--- config.mk ---
export PLATFORM = sky130hd
export DESIGN_NAME = cpu_countdown_timers
export DESIGN_NICKNAME = d
export VERILOG_FILES = /design/src/cpu_timer_access.sv /design/src/cpu_countdown_timers.sv
export SDC_FILE = /design/constraint.sdc
export NUM_CORES = 1
export LEC_CHECK = 0
export BUFFER_PORTS_ARGS = -buffer_cell sky130_fd_sc_hd__buf_4
export CORE_ASPECT_RATIO = 1.1
export CORE_MARGIN = 2
export CORE_UTILIZATION = 42
export DETAILED_ROUTE_END_ITERATION = 6
export GPL_ROUTABILITY_DRIVEN = 0
export PLACE_DENSITY_LB_ADDON = 0.25
export SYNTH_ARGS = -nofsm -noshare
export SYNTH_HDL_FRONTEND = slang
export SYNTH_SLANG_ARGS = --single-unit
--- constraint.sdc ---
create_clock -name i_mclk -period 4.27 [get_ports i_mclk]
set_clock_uncertainty 0.2 [all_clocks]
set_input_delay 0.2135 -clock i_mclk [delete_from_list [all_inputs] [get_ports i_mclk]]
set_output_delay 0.2135 -clock i_mclk [all_outputs]
set_load 0.05 [all_outputs]
--- src/cpu_timer_access.sv ---
// Package of shared constants for the three countdown timers, and the
// access decoder that splits a 16- or 32-bit CPU memory access into words.
// Assumes a single clock domain and a frame select already decoded by the CPU.
`timescale 1ns/1ps
`default_nettype none

package cpu_timer_pkg;
   // Frame geometry, in 16-bit words
   localparam int          FRAME_WORDS  = 64;
   localparam int          ADDR_W       = 6;
   localparam int          TIMER_COUNT  = 3;
   localparam logic [5:0]  TIMER_STRIDE = 6'h08;
   // Word offsets inside one timer slot
   localparam logic [2:0]  OFS_CNT_LO   = 3'h0;
   localparam logic [2:0]  OFS_CNT_HI   = 3'h1;
   localparam logic [2:0]  OFS_PRD_LO   = 3'h2;
   localparam logic [2:0]  OFS_PRD_HI   = 3'h3;
   localparam logic [2:0]  OFS_CTL      = 3'h4;
   localparam logic [2:0]  OFS_PSC      = 3'h6;
   // Control word fields
   localparam int          CTL_STOP_BIT   = 0;
   localparam int          CTL_RELOAD_BIT = 1;
   // Reset values
   localparam logic [31:0] RST_COUNT    = 32'hFFFF_FFFF;
   localparam logic [31:0] RST_PERIOD   = 32'hFFFF_FFFF;
   localparam logic [15:0] RST_PSC      = 16'h0001;
   localparam logic        RST_STOP     = 1'b0;

   // Per-timer state
   typedef struct packed {
      logic [31:0] count;    // Down counter
      logic [31:0] period;   // Reload value
      logic [15:0] psc_set;  // Programmed prescale divisor
      logic [15:0] psc_cnt;  // Prescaler down count
      logic        stop;     // Counting halted
      logic        irq;      // Zero-arrival pulse
   } timer_state_t;
endpackage

////////////////////////////////////////////////////////////////////////////////

module cpu_timer_access (
   input  wire logic       i_sel,       // Access targets the timer frame
   input  wire logic       i_wr,        // Write strobe
   input  wire logic       i_wide,      // 32-bit access when high
   input  wire logic [5:0] i_addr,      // Word address within frame
   output logic            o_wen_lo,    // Write to word o_addr_lo
   output logic            o_wen_hi,    // Write to word o_addr_hi
   output logic [5:0]      o_addr_lo,   // Low word address
   output logic [5:0]      o_addr_hi    // High word address (wide only)
);
   // A wide access is forced to an even pair so its halves never straddle
   always_comb begin
      o_addr_lo = i_wide ? {i_addr[5:1], 1'b0} : i_addr;
      o_addr_hi = {i_addr[5:1], 1'b1};
      o_wen_lo  = i_sel && i_wr;
      o_wen_hi  = i_sel && i_wr && i_wide;
   end
endmodule

`default_nettype wire

--- src/cpu_countdown_timers.sv ---
// Three identical 32-bit countdown timers with 16-bit prescalers, reached
// over the CPU memory bus in a 64-word frame, with their interrupt routing.
// Assumes all inputs synchronous to i_mclk; the bus holds no wait states.
`timescale 1ns/1ps
`default_nettype none

module cpu_countdown_timers (
   input  wire logic        i_mclk,                  // 200 MHz CPU clock
   input  wire logic        i_rst,                   // Synchronous reset, high
   input  wire logic        i_mem_sel,               // Frame selected
   input  wire logic        i_mem_rd,                // Read strobe
   input  wire logic        i_mem_wr,                // Write strobe
   input  wire logic        i_mem_wide,              // 32-bit access
   input  wire logic [5:0]  i_mem_addr,              // Word address in frame
   input  wire logic [31:0] i_mem_wdata,             // Write data
   input  wire logic        i_line13_route_en,       // Connect timer 1 to line 13
   input  wire logic        i_line13_other_src,      // Other source on line 13
   output logic [31:0]      o_mem_rdata,             // Read data, registered
   output logic             o_mem_rvalid,            // Read data valid pulse
   output logic             o_expander_timer0_irq,   // To interrupt expander
   output logic             o_cpu_irq_line_thirteen, // CPU line thirteen
   output logic             o_cpu_irq_line_fourteen  // CPU line fourteen
);

   ////////////////////////////////////////////////////////////////////////////
   // State

   typedef struct packed {
      cpu_timer_pkg::timer_state_t [2:0] tmr;    // The three timers
      logic [31:0]                       rdata;  // Read data holding register
      logic                              rvalid; // Read answer pulse
   } state_t;

   state_t      state_reg;                      // Registered state
   state_t      state_next;                     // Next state
   logic        wen_lo;                         // Low word write
   logic        wen_hi;                         // High word write
   logic [5:0]  addr_lo;                        // Low word address
   logic [5:0]  addr_hi;                        // High word address
   logic [2:0]  tick;                           // Prescale interval elapsed
   logic [2:0]  sw_touch;                       // Software wrote this timer

   ////////////////////////////////////////////////////////////////////////////
   // Helpers

   // Effective divisor minus one; a zero setting divides by one
   function automatic logic [15:0] psc_start(input logic [15:0] set);
      psc_start = (set == 16'h0000) ? 16'h0000 : set - 16'h0001;
   endfunction

   // Write enable and data for one frame word, from either bus half
   function automatic logic [16:0] word_wr(input logic [5:0] idx,
                                           input logic en_a, input logic [5:0] ad_a,
                                           input logic en_b, input logic [5:0] ad_b,
                                           input logic [31:0] wd);
      if (en_a && ad_a == idx) begin
         word_wr = {1'b1, wd[15:0]};
      end else if (en_b && ad_b == idx) begin
         word_wr = {1'b1, wd[31:16]};
      end else begin
         word_wr = 17'h0_0000;
      end
   endfunction

   // Read view of one frame word; unmapped words read as zero
   function automatic logic [15:0] rd_word(input cpu_timer_pkg::timer_state_t [2:0] t,
                                           input logic [5:0] idx);
      logic [1:0] n;
      n = idx[4:3];
      rd_word = 16'h0000;
      if (idx[5] == 1'b0 && n != 2'h3) begin
         case (idx[2:0])
            cpu_timer_pkg::OFS_CNT_LO: rd_word = t[n].count[15:0];
            cpu_timer_pkg::OFS_CNT_HI: rd_word = t[n].count[31:16];
            cpu_timer_pkg::OFS_PRD_LO: rd_word = t[n].period[15:0];
            cpu_timer_pkg::OFS_PRD_HI: rd_word = t[n].period[31:16];
            cpu_timer_pkg::OFS_CTL:    rd_word = {15'h0000, t[n].stop};
            cpu_timer_pkg::OFS_PSC:    rd_word = t[n].psc_set;
            default:                   rd_word = 16'h0000;
         endcase
      end
   endfunction

   ////////////////////////////////////////////////////////////////////////////
   // Bus access split

   cpu_timer_access u_access (
      .i_sel     (i_mem_sel),
      .i_wr      (i_mem_wr),
      .i_wide    (i_mem_wide),
      .i_addr    (i_mem_addr),
      .o_wen_lo  (wen_lo),
      .o_wen_hi  (wen_hi),
      .o_addr_lo (addr_lo),
      .o_addr_hi (addr_hi)
   );

   ////////////////////////////////////////////////////////////////////////////
   // Next-state logic

   // Counting first, then software writes override the same cycle
   always_comb begin
      logic [16:0] w;
      logic [5:0]  base;
      w          = 17'h0_0000;
      base       = 6'h00;
      state_next = state_reg;
      tick       = 3'h0;
      sw_touch   = 3'h0;
      for (int t = 0; t < cpu_timer_pkg::TIMER_COUNT; t++) begin
         base = 6'(t) * cpu_timer_pkg::TIMER_STRIDE;
         tick[t] = !state_reg.tmr[t].stop && (state_reg.tmr[t].psc_cnt == 16'h0000);
         state_next.tmr[t].irq = 1'b0;
         if (tick[t]) begin
            // Prescaler restarts each interval, so every period is equal
            state_next.tmr[t].psc_cnt = psc_start(state_reg.tmr[t].psc_set);
            if (state_reg.tmr[t].count == 32'h0000_0000) begin
               state_next.tmr[t].count = state_reg.tmr[t].period;
            end else begin
               state_next.tmr[t].count = state_reg.tmr[t].count - 32'h0000_0001;
            end
            // One pulse per arrival at zero
            state_next.tmr[t].irq = (state_next.tmr[t].count == 32'h0000_0000);
         end else if (!state_reg.tmr[t].stop) begin
            state_next.tmr[t].psc_cnt = state_reg.tmr[t].psc_cnt - 16'h0001;
         end
         // Writes land directly; the frame has no unlock gate
         w = word_wr(base + 6'(cpu_timer_pkg::OFS_CNT_LO), wen_lo, addr_lo, wen_hi, addr_hi,
                     i_mem_wdata);
         if (w[16]) begin
            state_next.tmr[t].count[15:0] = w[15:0];
         end
         sw_touch[t] = sw_touch[t] | w[16];
         w = word_wr(base + 6'(cpu_timer_pkg::OFS_CNT_HI), wen_lo, addr_lo, wen_hi, addr_hi,
                     i_mem_wdata);
         if (w[16]) begin
            state_next.tmr[t].count[31:16] = w[15:0];
         end
         sw_touch[t] = sw_touch[t] | w[16];
         w = word_wr(base + 6'(cpu_timer_pkg::OFS_PRD_LO), wen_lo, addr_lo, wen_hi, addr_hi,
                     i_mem_wdata);
         if (w[16]) begin
            state_next.tmr[t].period[15:0] = w[15:0];
         end
         sw_touch[t] = sw_touch[t] | w[16];
         w = word_wr(base + 6'(cpu_timer_pkg::OFS_PRD_HI), wen_lo, addr_lo, wen_hi, addr_hi,
                     i_mem_wdata);
         if (w[16]) begin
            state_next.tmr[t].period[31:16] = w[15:0];
         end
         sw_touch[t] = sw_touch[t] | w[16];
         w = word_wr(base + 6'(cpu_timer_pkg::OFS_PSC), wen_lo, addr_lo, wen_hi, addr_hi,
                     i_mem_wdata);
         if (w[16]) begin
            state_next.tmr[t].psc_set = w[15:0];
         end
         sw_touch[t] = sw_touch[t] | w[16];
         w = word_wr(base + 6'(cpu_timer_pkg::OFS_CTL), wen_lo, addr_lo, wen_hi, addr_hi,
                     i_mem_wdata);
         if (w[16]) begin
            state_next.tmr[t].stop = w[cpu_timer_pkg::CTL_STOP_BIT];
            // Reload strobe restarts both counter and prescaler cleanly
            if (w[cpu_timer_pkg::CTL_RELOAD_BIT]) begin
               state_next.tmr[t].count   = state_next.tmr[t].period;
               state_next.tmr[t].psc_cnt = psc_start(state_next.tmr[t].psc_set);
            end
         end
         sw_touch[t] = sw_touch[t] | w[16];
      end
      // Read answer one cycle after the strobe, 16 or 32 bits wide
      state_next.rvalid = i_mem_sel && i_mem_rd;
      if (i_mem_sel && i_mem_rd) begin
         if (i_mem_wide) begin
            state_next.rdata = {rd_word(state_reg.tmr, addr_hi),
                                rd_word(state_reg.tmr, addr_lo)};
         end else begin
            state_next.rdata = {16'h0000, rd_word(state_reg.tmr, addr_lo)};
         end
      end
   end

   ////////////////////////////////////////////////////////////////////////////
   // State register

   // Timers start running at divide-by-one with full-scale period
   always_ff @(posedge i_mclk) begin
      if (i_rst) begin
         for (int t = 0; t < cpu_timer_pkg::TIMER_COUNT; t++) begin
            state_reg.tmr[t].count   <= cpu_timer_pkg::RST_COUNT;
            state_reg.tmr[t].period  <= cpu_timer_pkg::RST_PERIOD;
            state_reg.tmr[t].psc_set <= cpu_timer_pkg::RST_PSC;
            state_reg.tmr[t].psc_cnt <= 16'h0000;
            state_reg.tmr[t].stop    <= cpu_timer_pkg::RST_STOP;
            state_reg.tmr[t].irq     <= 1'b0;
         end
         state_reg.rdata  <= 32'h0000_0000;
         state_reg.rvalid <= 1'b0;
      end else begin
         state_reg <= state_next;
      end
   end

   ////////////////////////////////////////////////////////////////////////////
   // Outputs and interrupt routing

   // Line thirteen is shared, so the other source is merged here
   always_comb begin
      o_mem_rdata             = state_reg.rdata;
      o_mem_rvalid            = state_reg.rvalid;
      o_expander_timer0_irq   = state_reg.tmr[0].irq;
      o_cpu_irq_line_thirteen = (state_reg.tmr[1].irq && i_line13_route_en)
                                || i_line13_other_src;
      o_cpu_irq_line_fourteen = state_reg.tmr[2].irq;
   end

   ////////////////////////////////////////////////////////////////////////////
   // Assertions

   a_irq_single_pulse: assert property (@(posedge i_mclk) disable iff (i_rst)
      (state_reg.tmr[0].irq && state_reg.tmr[0].period != 32'h0000_0000)
      |=> !state_reg.tmr[0].irq)
      else $error("timer 0 interrupt held longer than one cycle");

   a_irq_at_zero: assert property (@(posedge i_mclk) disable iff (i_rst)
      (tick[0] && state_reg.tmr[0].count == 32'h0000_0001 && !sw_touch[0])
      |=> (state_reg.tmr[0].irq && state_reg.tmr[0].count == 32'h0000_0000))
      else $error("timer 0 reached zero without an interrupt");

   a_reload_period: assert property (@(posedge i_mclk) disable iff (i_rst)
      (tick[0] && state_reg.tmr[0].count == 32'h0000_0000 && !sw_touch[0])
      |=> state_reg.tmr[0].count == $past(state_reg.tmr[0].period))
      else $error("timer 0 did not reload its period");

   a_decrement_step: assert property (@(posedge i_mclk) disable iff (i_rst)
      (tick[1] && state_reg.tmr[1].count != 32'h0000_0000 && !sw_touch[1])
      |=> state_reg.tmr[1].count == $past(state_reg.tmr[1].count) - 32'h0000_0001)
      else $error("timer 1 did not step down by one");

   a_hold_between: assert property (@(posedge i_mclk) disable iff (i_rst)
      (!tick[2] && !sw_touch[2]) |=> $stable(state_reg.tmr[2].count))
      else $error("timer 2 counted between prescale intervals");

   a_psc_interval: assert property (@(posedge i_mclk) disable iff (i_rst)
      (tick[0] && state_reg.tmr[0].psc_set == 16'h0003 && !sw_touch[0]) ##1 !sw_touch[0]
      ##1 !sw_touch[0] |-> (!tick[0] && !$past(tick[0])) ##1 tick[0])
      else $error("timer 0 prescale interval not three cycles");

   a_psc_restart: assert property (@(posedge i_mclk) disable iff (i_rst)
      (tick[1] && state_reg.tmr[1].count == 32'h0000_0000 && !sw_touch[1])
      |=> state_reg.tmr[1].psc_cnt == psc_start(state_reg.tmr[1].psc_set))
      else $error("timer 1 prescaler not restarted at reload");

   a_line14_route: assert property (@(posedge i_mclk) disable iff (i_rst)
      $rose(state_reg.tmr[2].irq) |-> o_cpu_irq_line_fourteen)
      else $error("line fourteen missed timer 2 interrupt");

   a_line13_route: assert property (@(posedge i_mclk) disable iff (i_rst)
      (state_reg.tmr[1].irq && i_line13_route_en) |-> o_cpu_irq_line_thirteen)
      else $error("line thirteen missed timer 1 interrupt");

   a_expander_route: assert property (@(posedge i_mclk) disable iff (i_rst)
      o_expander_timer0_irq == state_reg.tmr[0].irq && (o_cpu_irq_line_fourteen
      == state_reg.tmr[2].irq))
      else $error("timer 0 interrupt misrouted");

   a_read_answer: assert property (@(posedge i_mclk) disable iff (i_rst)
      (i_mem_sel && i_mem_rd && !i_mem_wide && i_mem_addr == 6'h06)
      |=> (o_mem_rvalid && o_mem_rdata == {16'h0000, $past(state_reg.tmr[0].psc_set)}))
      else $error("16-bit read answer wrong");

   a_write_direct: assert property (@(posedge i_mclk) disable iff (i_rst)
      (i_mem_sel && i_mem_wr && i_mem_wide && i_mem_addr == 6'h0A)
      |=> state_reg.tmr[1].period == $past(i_mem_wdata))
      else $error("32-bit period write did not take effect");

endmodule

`default_nettype wire

==> run summary <==
WS Path Type: flip-flop to flip-flop
Clock Latency Late Sink: 0.58 ns
WL per Instance: 26.06 um
Io pins: 82
Share of layout cells above drive strength 1: 8.439%
Mean post-synth cell area: 7.123 um2
Primary FF master, synth: dfxtp_1
Post-synthesis sequential area ratio: 28.06%
CP Capture Type: flip-flop
RSZ-0062 raised after global routing: false
Die ar.: 57450 um2
Max Root-Sink Buffers: 3
H-tree depth: 2
Router iterations before antenna repair: 7
CTS sink count: 327
Max reg flops: 292
Mapped Cells: 3275
Wire length after detailed routing: 103200 um
Number of synthesized flops with an enable pin: 0
N_diodes: 0
Total placed cells including tap cells: 3852
Worst Hold Class: input port to flip-flop
Final core occ: 47.21%
Antenna violations before repair: 3
Die width: 228.7 um
Slew margin rel.: 17.90%
Commonest cells after routing, fill and taps aside: nand2_1, nor2_1, dfxtp_1
Failing checks: design-rule violations
Num CTS Buffers: 41
IO Port Bufs: 81
Die height: 251.2 um
Max Cap Viol: 0
Post-synth cell types: 80
Final hold vios: 0
First-pass GRT wire length: 152100 um
Yosys warnings: 0
Tcrit/Tclk final: 94.19%
Overall Power: 10760 uW
R2R Setup Slk: 0.25 ns
Syn_nets: 3336
CP peak stage delay: 0.69 ns
Peak supply drop: 0.3533 mV
Final layout net count: 3258
Avg Vias per Cell: 6.702
Largest net degree at the start of global routing: 73
Post-layout instance count excluding filler cells: 3959
CTS tree: built
Levels on crit path: 11
Worst Path Arrival: 4.28 ns
Cell repeated most along the worst path: o21ai_0
# rows: 90
Vias: 26540
LEAKAGE: 0.009924 uW
Cells on worst reg2reg path: 11
Core area: 54840 um2
Initial cell density of the core: 42.54%
Worst path slowest cell: or4_1
DRC: 7
Overall Global Routing Usage: 34.40%
CTS resizes: 0
Cell Pwr Density: 415.5 nW/um2
Fin crit period: 4.022 ns
Hold depth: 4
Delay-heaviest family, CP: simple AND/OR/NAND/NOR gates
Setup Buffers After CTS: 0
Total global routing overflow: 0
Initial DRC count: 3785
Worst-path cell chain: inv_1 > ha_1 > or4b_1 > or4_1 > or3_1 > a2bb2oi_1 > o22ai_1 > o21ai_0 > o21ai_0 > o21ai_0 > dlygate4sd3_1
Routed Antenna Nets: 0
Status: finished with violations
Cell Area, Placed: 24240 um2
Buf/Inv on CP: 2
Worst slew pin tran: 1.227 ns
Slew Limit Fails: 0
Synth Cell Area: 23330 um2
CP required: 4.53 ns
Crit path launch type: flip-flop
Root buffer cell: clkbuf_16
Clock-pin slew on the worst setup and hold paths: 0.06 ns
Setup_tns: 0 ns
Design Area, Final: 25890 um2
Critical Path Fanout Max: 13
Dpl hpwl: 73140 um
Vias in the first global route: 24200
Layout area overhead: 11.00%
FFs w/ async S/R, synth: 0%
#FFs+latches synth: 327
F_max: 248.6 MHz
Most common cell after layout, fill and taps aside: nand2_1
Count of final setup violators: 0
## logic make-up after synthesis
kind of cell,synth area share [%]
AO/OA/AOI/OAI,25.61
buffers and inverters,6.624
XOR/XNOR,6.045
AND/OR/NAND/NOR,26.41
adder cells (fa/ha/maj),0.8045
multiplexers,6.452
flip-flops,28.06
## through the flow
step | hold WS [ns] | worst slack (ns)
2_1_floorplan | 0.1579 | 0.2599
3_3_place_gp | 0.2461 | 0.6261
3_5_place_dp | 0.2622 | 0.5971
4_1_cts | 0.007120 | 0.3536
5_1_grt | 0.04792 | 0.1404
6_report | 0.03270 | 0.2479
## synth_stat cells (8+ instances only)
master,n,area share (%)
o22ai_1,72,1.9
a31oi_1,24,0.64
ha_1,15,0.80
or3_1,43,1.2
and3_1,29,0.78
a22oi_1,44,1.4
nand4_1,17,0.46
mux2i_1,147,6.3
nor3b_1,10,0.32
nor2_1,331,5.3
o31ai_1,15,0.48
o211ai_1,66,2.1
xnor2_1,105,3.9
a221oi_1,15,0.56
a211oi_1,59,1.9
nor4_1,72,1.9
o2bb2ai_1,30,1.1
a32o_1,8,0.34
nor3_1,93,2.0
or2_2,10,0.27
o221ai_1,21,0.79
nand3_1,134,2.9
buf_1,24,0.39
o21ai_0,222,4.8
xor2_1,56,2.1
a2bb2oi_1,12,0.45
nor2b_1,15,0.40
a21oi_1,250,5.4
nand2b_1,18,0.48
a221o_1,14,0.60
inv_1,41,0.66
nand2_1,450,7.2
and2_1,9,0.24
or4_1,35,1.1
dfxtp_1,327,28
a22o_1,29,1.1
clkbuf_1,269,4.3
buf_4,32,1.0
## power breakdown
part / leakage [uW] / switching (uW) / total [uW] / internal, uW
Clock: 0.000621 / 1470 / 3450 / 1980
Sequential: 0.00265 / 483 / 3850 / 3370
Combinational: 0.00665 / 2070 / 3450 / 1380
## worst paths after layout
path | to | startpoint
hold reg to reg | o_mem_rdata[31]$_SDFFE_PP0P_ | o_mem_rdata[31]$_SDFFE_PP0P_
setup reg to reg | state_reg[315]$_SDFF_PP1_ | state_reg[295]$_SDFF_PP1_
setup / recovery | state_reg[315]$_SDFF_PP1_ | state_reg[295]$_SDFF_PP1_
hold / removal | o_mem_rvalid$_SDFF_PP0_ | i_mem_rd
## worst min-delay path: stages
cell	delay (ns)
buf_4	0.08
nand2_1	0.04
buf_4	0.28
nor2_1	0.15
## final cells by class
class | count | area (um2)
Tap cell | 736 | 920.9
Inverter | 41 | 155.1
Multi-Input combinational cell | 2573 | 15290
Sequential cell | 327 | 6546
Clock inverter | 15 | 138.9
Timing Repair Buffer | 213 | 1707
Fill cell | 5483 | 28950
Clock buffer | 54 | 1135
## timing repair
item                                   CTS  global route
endpoints found under the hold margin  171             0
setup endpoints to repair                0             0
hold buffers                            38             0
## routing by layer
metal,global-route usage [%],up-vias,part of all wire (%)
met5,0,-,0.028
met4,25.49,4,8.3
met3,7.804,388,11
met2,51.34,1837,42
met1,43.34,12610,38
li1,-,11700,-
No activity file was read; power rests on OpenSTA's default activity.
